## src/inc/afm_regs.svh

```systemverilog
// Operation
// - Report a detected fault at an angle update, about 2.7 ms after detection.
// - Flag a flux fault while field strength is below 10 mT.
// - Flag tracking lost while servo angle error is 2 degrees or more.
// - Evaluate the fault state once every 2.56 ms.
// - Keep incremental and commutation pulses running during a fault.
// - Normal: odd parity in both bits, error bit 1; fault: even, 0.
// - Fault pin low while a fault is present, high when normal.
// - Refresh the fault pin level once every 80 us.
// - Return to normal indications by itself once the fault clears.
// - Hold the fault pin low while in user mode.
// - Angle is a 12-bit code, one step per 360/4096 degrees.
// - Report the configured zero position as angle code zero.
// - Disable bit 1 masks the flux detector, bit 0 tracking; both reset zero.
`ifndef AFM_REGS_SVH
`define AFM_REGS_SVH
`define AFM_CLK_NS        8
`define AFM_MON_NS        2560000
`define AFM_DLY_NS        2700000
`define AFM_PIN_NS        80000
`define AFM_MON_CYC       (`AFM_MON_NS / `AFM_CLK_NS)
`define AFM_DLY_CYC       (`AFM_DLY_NS / `AFM_CLK_NS)
`define AFM_PIN_CYC       (`AFM_PIN_NS / `AFM_CLK_NS)
`define AFM_FLUX_MIN_MT   8'h0a
// 2 degrees is 22.76 steps; an error of 23 steps or more is at or over 2 degrees
`define AFM_TRK_MAX_LSB   12'h017
`define AFM_ADDR_CTRL     12'h000
`define AFM_ADDR_STATUS   12'h004
`define AFM_ADDR_IRQ_STS  12'h008
`define AFM_ADDR_IRQ_CLR  12'h00c
`define AFM_ADDR_IRQ_EN   12'h010
`define AFM_CTRL_DIS_LSB  0
`define AFM_CTRL_ZERO_LSB 16
`define AFM_DIS_FLUX      1
`define AFM_DIS_TRK       0
`define AFM_IRQ_SET       0
`define AFM_IRQ_CLEAR     1
`define AFM_PIN_RST       1'h1
// Normal word for angle zero: odd parity in both bits, error bit set
`define AFM_WORD_RST      15'h7000
`endif

```

## src/inc/afm_pkg.sv

```systemverilog
package afm_pkg;
    typedef struct packed {
        logic        psel;
        logic        penable;
        logic        pwrite;
        logic [11:0] paddr;
        logic [31:0] pwdata;
    } afm_apb_req_t;

    typedef struct packed {
        logic        pready;
        logic        pslverr;
        logic [31:0] prdata;
    } afm_apb_rsp_t;

    typedef struct packed {
        logic        parity_bit_one;
        logic        parity_bit_two;
        logic        err_bit;
        logic [11:0] angle_code;
    } afm_word_t;

    typedef struct packed {
        logic [1:0]  diag_disable;
        logic [11:0] zero;
        logic [1:0]  irq_en;
        logic [1:0]  irq_sts;
        logic        irq;
        logic        flux_f;
        logic        trk_f;
        logic        eval;
        logic        pend;
        logic        dly_run;
        logic        pend_vld;
        logic        rep;
        logic [19:0] mon_cnt;
        logic [19:0] dly_cnt;
        logic [13:0] pin_cnt;
        logic        pin_n;
        afm_word_t   word;
        logic [31:0] rdata;
    } afm_state_t;
endpackage

```

## src/design/afm_monitor.sv

```systemverilog
// Design decisions made here: the APB slave port and the register offsets.
`timescale 1ns/1ps
`default_nettype none
`include "afm_regs.svh"

module afm_monitor #(
    parameter int MON_CYC = `AFM_MON_CYC,
    parameter int DLY_CYC = `AFM_DLY_CYC,
    parameter int PIN_CYC = `AFM_PIN_CYC
) (
    input  wire logic                  core_clk_i,
    input  wire logic                  rst_n_i,
    input  wire afm_pkg::afm_apb_req_t apb_i,
    output var  afm_pkg::afm_apb_rsp_t apb_o,
    input  wire logic [7:0]            flux_mt_i,
    input  wire logic [11:0]           angle_err_i,
    input  wire logic [11:0]           angle_raw_i,
    input  wire logic                  angle_upd_i,
    input  wire logic                  user_mode_i,
    output var  afm_pkg::afm_word_t    word_o,
    output      logic                  fault_n_o,
    output      logic                  pulse_run_o,
    output      logic                  irq_o
);

    // ************************************************************
    // State
    // ************************************************************
    afm_pkg::afm_state_t s_q;
    afm_pkg::afm_state_t s_d;

    logic        setup;
    logic        access;
    logic        wr;
    logic        mapped;
    logic        mon_tick;
    logic        pin_tick;
    logic        flux_new;
    logic        trk_new;
    logic        eval_new;
    logic [1:0]  ev;
    logic [1:0]  clr;
    logic [11:0] ang_new;

    assign setup    = apb_i.psel && !apb_i.penable;
    assign access   = apb_i.psel && apb_i.penable;
    assign wr       = access && apb_i.pwrite;
    assign mapped   = apb_i.paddr == `AFM_ADDR_CTRL || apb_i.paddr == `AFM_ADDR_STATUS
                   || apb_i.paddr == `AFM_ADDR_IRQ_STS || apb_i.paddr == `AFM_ADDR_IRQ_CLR
                   || apb_i.paddr == `AFM_ADDR_IRQ_EN;
    assign mon_tick = s_q.mon_cnt == '0;
    assign pin_tick = s_q.pin_cnt == '0;

    // ************************************************************
    // Next state
    // ************************************************************
    always_comb begin
        s_d = s_q;
        ev  = '0;
        clr = '0;

        // Detectors, each masked by its disable bit
        flux_new = (flux_mt_i < `AFM_FLUX_MIN_MT)
                && !s_q.diag_disable[`AFM_DIS_FLUX];
        trk_new  = (angle_err_i >= `AFM_TRK_MAX_LSB)
                && !s_q.diag_disable[`AFM_DIS_TRK];
        eval_new = flux_new || trk_new;

        // Periodic evaluation
        if (mon_tick) begin
            s_d.mon_cnt = 20'(MON_CYC - 1);
            s_d.flux_f  = flux_new;
            s_d.trk_f   = trk_new;
            s_d.eval    = eval_new;
        end else begin
            s_d.mon_cnt = s_q.mon_cnt - 20'h00001;
        end

        // A change restarts the reporting delay; clearing goes the same way
        if (mon_tick && eval_new != s_q.eval) begin
            s_d.pend     = eval_new;
            s_d.dly_run  = 1'b1;
            s_d.pend_vld = 1'b0;
            s_d.dly_cnt  = 20'(DLY_CYC - 1);
        end else if (s_q.dly_run) begin
            if (s_q.dly_cnt == '0) begin
                s_d.dly_run  = 1'b0;
                s_d.pend_vld = 1'b1;
            end else begin
                s_d.dly_cnt = s_q.dly_cnt - 20'h00001;
            end
        end else if (s_q.pend_vld && angle_upd_i) begin
            s_d.rep      = s_q.pend;
            s_d.pend_vld = 1'b0;
        end

        // Serial angle word, shifted by the zero offset
        ang_new = angle_raw_i - s_q.zero;
        s_d.word.angle_code     = ang_new;
        s_d.word.err_bit        = !s_d.rep;
        s_d.word.parity_bit_one = s_d.rep ? ^ang_new[11:6] : ~^ang_new[11:6];
        s_d.word.parity_bit_two = s_d.rep ? ^ang_new[5:0] : ~^ang_new[5:0];

        // Fault pin is only refreshed on its own period
        if (pin_tick) begin
            s_d.pin_cnt = 14'(PIN_CYC - 1);
            s_d.pin_n   = !(s_q.rep || user_mode_i);
        end else begin
            s_d.pin_cnt = s_q.pin_cnt - 14'h0001;
        end

        // Register writes
        if (wr && apb_i.paddr == `AFM_ADDR_CTRL) begin
            s_d.diag_disable = apb_i.pwdata[`AFM_CTRL_DIS_LSB +: 2];
            s_d.zero         = apb_i.pwdata[`AFM_CTRL_ZERO_LSB +: 12];
        end
        if (wr && apb_i.paddr == `AFM_ADDR_IRQ_EN) begin
            s_d.irq_en = apb_i.pwdata[1:0];
        end
        if (wr && apb_i.paddr == `AFM_ADDR_IRQ_CLR) begin
            clr = apb_i.pwdata[1:0];
        end

        // Events on the reported state; a new event beats a clear
        ev[`AFM_IRQ_SET]   = s_d.rep && !s_q.rep;
        ev[`AFM_IRQ_CLEAR] = !s_d.rep && s_q.rep;
        s_d.irq_sts = (s_q.irq_sts & ~clr) | ev;
        s_d.irq     = |(s_d.irq_sts & s_d.irq_en);

        // Read data is caught in the setup cycle so the access needs no wait
        if (setup) begin
            unique case (apb_i.paddr)
                `AFM_ADDR_CTRL:    s_d.rdata = {4'h0, s_q.zero, 14'h0000, s_q.diag_disable};
                `AFM_ADDR_STATUS:  s_d.rdata = {28'h0000000, s_q.pin_n, s_q.trk_f,
                                                s_q.flux_f, s_q.rep};
                `AFM_ADDR_IRQ_STS: s_d.rdata = {30'h00000000, s_q.irq_sts};
                `AFM_ADDR_IRQ_EN:  s_d.rdata = {30'h00000000, s_q.irq_en};
                default:           s_d.rdata = 32'h00000000;
            endcase
        end
    end

    always_ff @(posedge core_clk_i) begin
        if (!rst_n_i) begin
            s_q       <= '0;
            s_q.pin_n <= `AFM_PIN_RST;
            s_q.word  <= `AFM_WORD_RST;
        end else begin
            s_q <= s_d;
        end
    end

    // ************************************************************
    // Outputs
    // ************************************************************
    assign apb_o.pready  = 1'b1;
    assign apb_o.pslverr = access && !mapped;
    assign apb_o.prdata  = s_q.rdata;
    assign word_o        = s_q.word;
    assign fault_n_o     = s_q.pin_n;
    // Pulse generators never stop on a fault, so the motor loop keeps a clock
    assign pulse_run_o   = 1'b1;
    assign irq_o         = s_q.irq;

    // ************************************************************
    // Assertions
    // ************************************************************
    property p_rep_at_upd;
        @(posedge core_clk_i) disable iff (!rst_n_i)
        (s_q.rep != $past(s_q.rep)) |-> $past(angle_upd_i && s_q.pend_vld);
    endproperty
    a_rep_at_upd: assert property (p_rep_at_upd) else $error("report moved off update");

    property p_flux;
        @(posedge core_clk_i) disable iff (!rst_n_i)
        (mon_tick && flux_mt_i < `AFM_FLUX_MIN_MT && !s_q.diag_disable[`AFM_DIS_FLUX])
        |=> s_q.flux_f && s_q.eval;
    endproperty
    a_flux: assert property (p_flux) else $error("low flux not flagged");

    property p_trk;
        @(posedge core_clk_i) disable iff (!rst_n_i)
        (mon_tick && angle_err_i >= `AFM_TRK_MAX_LSB && !s_q.diag_disable[`AFM_DIS_TRK])
        |=> s_q.trk_f && s_q.eval;
    endproperty
    a_trk: assert property (p_trk) else $error("tracking lost not flagged");

    property p_eval_tick;
        @(posedge core_clk_i) disable iff (!rst_n_i)
        !mon_tick |=> $stable(s_q.eval);
    endproperty
    a_eval_tick: assert property (p_eval_tick) else $error("evaluation off period");

    property p_pulse;
        @(posedge core_clk_i) disable iff (!rst_n_i)
        s_q.rep |-> pulse_run_o;
    endproperty
    a_pulse: assert property (p_pulse) else $error("pulses stopped on fault");

    property p_parity;
        @(posedge core_clk_i) disable iff (!rst_n_i)
        (^{word_o.parity_bit_one, word_o.angle_code[11:6]} == word_o.err_bit)
        && (^{word_o.parity_bit_two, word_o.angle_code[5:0]} == word_o.err_bit)
        && (word_o.err_bit == !s_q.rep);
    endproperty
    a_parity: assert property (p_parity) else $error("parity or error bit wrong");

    property p_pin_level;
        @(posedge core_clk_i) disable iff (!rst_n_i)
        (pin_tick && !user_mode_i) |=> fault_n_o == !$past(s_q.rep);
    endproperty
    a_pin_level: assert property (p_pin_level) else $error("fault pin level wrong");

    property p_pin_period;
        @(posedge core_clk_i) disable iff (!rst_n_i)
        !pin_tick |=> $stable(fault_n_o);
    endproperty
    a_pin_period: assert property (p_pin_period) else $error("fault pin off period");

    property p_user;
        @(posedge core_clk_i) disable iff (!rst_n_i)
        (pin_tick && user_mode_i) |=> !fault_n_o;
    endproperty
    a_user: assert property (p_user) else $error("user mode pin not low");

    property p_angle;
        @(posedge core_clk_i) disable iff (!rst_n_i)
        ##1 word_o.angle_code == 12'($past(angle_raw_i) - $past(s_q.zero));
    endproperty
    a_angle: assert property (p_angle) else $error("angle code offset wrong");

    property p_disable;
        @(posedge core_clk_i) disable iff (!rst_n_i)
        (mon_tick && s_q.diag_disable == 2'h3) |=> !s_q.eval;
    endproperty
    a_disable: assert property (p_disable) else $error("disabled detector flagged");

    property p_irq_level;
        @(posedge core_clk_i) disable iff (!rst_n_i)
        irq_o == |(s_q.irq_sts & s_q.irq_en);
    endproperty
    a_irq_level: assert property (p_irq_level) else $error("interrupt level wrong");

    property p_sts_set;
        @(posedge core_clk_i) disable iff (!rst_n_i)
        (s_q.rep && !$past(s_q.rep)) |-> s_q.irq_sts[`AFM_IRQ_SET];
    endproperty
    a_sts_set: assert property (p_sts_set) else $error("fault event not latched");

    property p_sts_clear;
        @(posedge core_clk_i) disable iff (!rst_n_i)
        (!s_q.rep && $past(s_q.rep)) |-> s_q.irq_sts[`AFM_IRQ_CLEAR];
    endproperty
    a_sts_clear: assert property (p_sts_clear) else $error("clear event not latched");

    property p_sts_sticky;
        @(posedge core_clk_i) disable iff (!rst_n_i)
        (s_q.irq_sts[`AFM_IRQ_SET] && !(wr && apb_i.paddr == `AFM_ADDR_IRQ_CLR
            && apb_i.pwdata[`AFM_IRQ_SET])) |=> s_q.irq_sts[`AFM_IRQ_SET];
    endproperty
    a_sts_sticky: assert property (p_sts_sticky) else $error("status bit dropped by itself");

    property p_slverr;
        @(posedge core_clk_i) disable iff (!rst_n_i)
        apb_o.pslverr |-> access;
    endproperty
    a_slverr: assert property (p_slverr) else $error("bus error outside access");

    property p_unmapped_rd;
        @(posedge core_clk_i) disable iff (!rst_n_i)
        (access && !apb_i.pwrite && !mapped && $past(setup)) |-> apb_o.prdata == 32'h00000000;
    endproperty
    a_unmapped_rd: assert property (p_unmapped_rd) else $error("unmapped read not zero");

    property p_mon_range;
        @(posedge core_clk_i) disable iff (!rst_n_i)
        s_q.mon_cnt < 20'(MON_CYC);
    endproperty
    a_mon_range: assert property (p_mon_range) else $error("monitor counter out of range");

    property p_mon_reload;
        @(posedge core_clk_i) disable iff (!rst_n_i)
        mon_tick |=> s_q.mon_cnt == 20'(MON_CYC - 1);
    endproperty
    a_mon_reload: assert property (p_mon_reload) else $error("monitor period wrong");

    property p_dly_range;
        @(posedge core_clk_i) disable iff (!rst_n_i)
        s_q.dly_cnt < 20'(DLY_CYC);
    endproperty
    a_dly_range: assert property (p_dly_range) else $error("delay counter out of range");

    property p_pin_range;
        @(posedge core_clk_i) disable iff (!rst_n_i)
        s_q.pin_cnt < 14'(PIN_CYC);
    endproperty
    a_pin_range: assert property (p_pin_range) else $error("pin counter out of range");

    property p_pin_reload;
        @(posedge core_clk_i) disable iff (!rst_n_i)
        pin_tick |=> s_q.pin_cnt == 14'(PIN_CYC - 1);
    endproperty
    a_pin_reload: assert property (p_pin_reload) else $error("pin refresh period wrong");

    property p_clear_delay;
        @(posedge core_clk_i) disable iff (!rst_n_i)
        (mon_tick && s_q.eval && !eval_new) |=> !s_q.eval && s_q.dly_run && !s_q.pend_vld;
    endproperty
    a_clear_delay: assert property (p_clear_delay) else $error("clearing not delayed");

endmodule
`default_nettype wire

```

## config.mk

```make
export PLATFORM = sky130hd
export DESIGN_NAME = afm_monitor
export DESIGN_NICKNAME = d
export VERILOG_FILES = /design/src/inc/afm_pkg.sv /design/src/design/afm_monitor.sv
export VERILOG_INCLUDE_DIRS = /design/src /design/src/inc
export SDC_FILE = /design/constraint.sdc
export NUM_CORES = 1
export LEC_CHECK = 0
export BUFFER_PORTS_ARGS = -buffer_cell sky130_fd_sc_hd__buf_2
export CORE_UTILIZATION = 43
export DETAILED_ROUTE_END_ITERATION = 10
export PLACE_DENSITY = 0.67
export SLEW_MARGIN = 20
export SYNTH_ARGS = -nofsm -noshare
export SYNTH_HDL_FRONTEND = slang
export SYNTH_SLANG_ARGS = --single-unit
```

## constraint.sdc

```tcl
create_clock -name core_clk_i -period 2.6 [get_ports core_clk_i]
set_input_delay 0.13 -clock core_clk_i [delete_from_list [all_inputs] [get_ports core_clk_i]]
set_output_delay 0.13 -clock core_clk_i [all_outputs]
set_load 0.05 [all_outputs]
```

==> results_dict.tcl <==
set metrics [dict create \
    clk_root_buffer_cell "clkbuf_16" \
    critical_path_required_ns 2.83 \
    synth_seq_area_share_pct 40.37 \
    synthesis.instances 663 \
    diodes 0 \
    worst_hold_slack_ns 0.01621 \
    grt_max_degree 41 \
    gr-usage-all-layers_pct 19.78 \
    clockBufferDepth 2 \
    tightest_slew_ns 0.7637 \
    antenna_found_initial 0 \
    max_stage_delay_ns 0.55 \
    layout_commonest_cell "dfxtp_1" \
    fin_total_pwr_mw 6.290 \
    synth_area_mm2 0.005554 \
    grt_overflow 0 \
    timing.fmax_ghz 0.3855 \
    rsz0062_at_grt "true" \
    relSlewSlack_pct 48.37 \
    setup_viol_count_final 0 \
    vias_per_cell 5.090 \
    setup.worst_path.end_class "register" \
    worstSkewPairLatency_ns 0.35 \
    hpwl_um 9293 \
    synth_warnings 0 \
    most-common-layout-cells "dfxtp_1, buf_2, nor2_1" \
    placed_cell_area_mm2 0.006118 \
    setup_tns_ns 0 \
    cts_hold_buffers 0 \
    synth_top_area_share_pct 40.37 \
    finalInstanceArea_mm2 0.006554 \
    nets 847 \
    die_area_mm2 0.01337 \
    grt_pass1_wl_um 20610 \
    synth.distinct_cells 55 \
    htreeDepth 3 \
    die-height_um 115.7 \
    nFillCells 1157 \
    vias 4708 \
    drtIter0Drc 263 \
    clkTransAtPathRegs_ns 0.07 \
    synthFlopType "dfxtp_1" \
    fin_crit_ns 2.594 \
    slew_viol_final 0 \
    drive_gt1_share_pct 23.37 \
    ys_top_cells_by_area "dfxtp_1, buf_4, xnor2_1" \
    antenna_left 0 \
    cts.sinks 112 \
    ioPinCount 135 \
    cts_buffers 9 \
    syn_avg_cell_area_um2 8.377 \
    drc 0 \
    crit_chain "or4_4 -> nor2_4 -> or4b_4 -> nand4bb_4 -> and4b_4 -> mux2i_4 -> xnor3_1 -> nand2_1" \
    cpMaxStageDelayCell "or4_4" \
    synth_edf_count 0 \
    async_flop_share_pct 0 \
    ir_drop_mv 0.5642 \
    final_core_util_pct 51.93 \
    wire_per_inst_um 13.40 \
    wl_um 12400 \
    hold_path.class "input port to register" \
    cap_violations 0 \
    chipWidth_um 115.7 \
    fp-row-count 41 \
    initial_core_util_pct 44.01 \
    p_leak_nw 2.733 \
    startpoint_type "register" \
    status "complete, no violations" \
    worstPathArrival_ns 2.83 \
    power_density_mw_per_mm2 959.7 \
    hold_viol_final 0 \
    critPathKind "register to register" \
    cp_max_fo 2 \
    yosysTopAreaCell "dfxtp_1" \
    area_delta_synth_final_pct 18.00 \
    gp_congestion 0.8464 \
    fin_crit_sh_pct 99.77 \
    cts_tree "yes" \
    firstDrtPassIters 5 \
    portBuffers 97 \
    coreArea_mm2 0.01262 \
    grt_pass1_vias 4431 \
    ys_ff_latch 112 \
    fin_skew_ns 0.006723 \
]
cells by family (layout without fill, tap and decap cells):
logic type	after synthesis	after routing	synth area share [%]
buf+inv	103	177	10.27
mux	5	5	1.126
fa+ha+maj	15	15	3.514
other cells	2	18	0.1352
flops	112	112	40.37
compound gates	114	114	12.66
simple gates	249	249	21.49
xor+xnor	63	63	10.43
power by group:
part | leakage (nW) | internal (mW) | switching (mW)
sequential | 0.915 | 2.09 | 0.319
combinational | 1.67 | 1.17 | 1.29
clock | 0.148 | 0.821 | 0.603
stage by stage:
step	setup WS [ns]	cells
2_1_floorplan	0.002936	679
3_3_place_gp	0.01416	907
3_5_place_dp	-0.04296	907
4_1_cts	-0.02185	925
5_1_grt	-0.08452	925
6_report	0.006097	925
per-layer routing:
layer	vias up	wire length (um)	track usage (%)
li1	2356	-	-
met1	2195	5695	24.98
met2	137	5789	32.81
met3	20	619	3.661
met4	0	294	9.145
met5	-	0	0
repair_timing:
action / in CTS / in global routing
setup buffers: 3 / 0
pin swaps: 7 / 7
gates resized for setup: 16 / 5
setup endpoints to repair: 1 / 9
synth_stat cells (3+ instances only):
library cell  number
xor2_1            19
clkbuf_1          23
nand3_1            9
nor2_1            88
nand2_1           65
ha_1              14
or3_1              9
buf_4             49
dfxtp_1          112
mux2i_1            4
o31ai_1            3
a21oi_1           58
or4_1              7
o21ai_0           14
nor2b_1            4
a31oi_1            3
nor4_1            11
and3_1             4
or2_2              3
xnor2_1           42
inv_1             29
nand2b_1           6
and2_1             6
nor3_1            25
a22oi_1           16
worst max-delay path, delay by kind of cell, from the launching register on:
family / cells / cell delay (ns)
xor+xnor: 1 / 0.39
simple gates: 6 / 1.59
flops: 1 / 0.31
mux: 1 / 0.19
sequential cells by signal, indices dropped and copies added (netlist names):
register / cells
s_q: 79
fault_n_o: 1
word_o: 15
apb_o: 16
irq_o: 1
cell type report:
| class | count | area, um2 | share of cell area [%] |
|---|---|---|---|
| Multi-Input combinational cell | 464 | 2908 | 44.37 |
| Sequential cell | 112 | 2246 | 34.27 |
| Timing Repair Buffer | 133 | 768.2 | 11.72 |
| Clock buffer | 13 | 270.3 | 4.124 |
| Tap cell | 172 | 215.2 | 3.284 |
| Inverter | 29 | 108.9 | 1.661 |
| Clock inverter | 2 | 37.54 | 0.5727 |
final timing paths:
kind                  start    endpoint  slack [ns]  cells past startpoint
setup / recovery    s_q[93]  word_o[14]       0.006                      8
hold / removal    apb_i[24]    s_q[122]        0.02                      3
hold reg to reg     s_q[52]     s_q[52]        0.46                      2
setup reg to reg    s_q[93]  word_o[14]       0.006                      8
No activity file was read; power rests on OpenSTA's default activity.
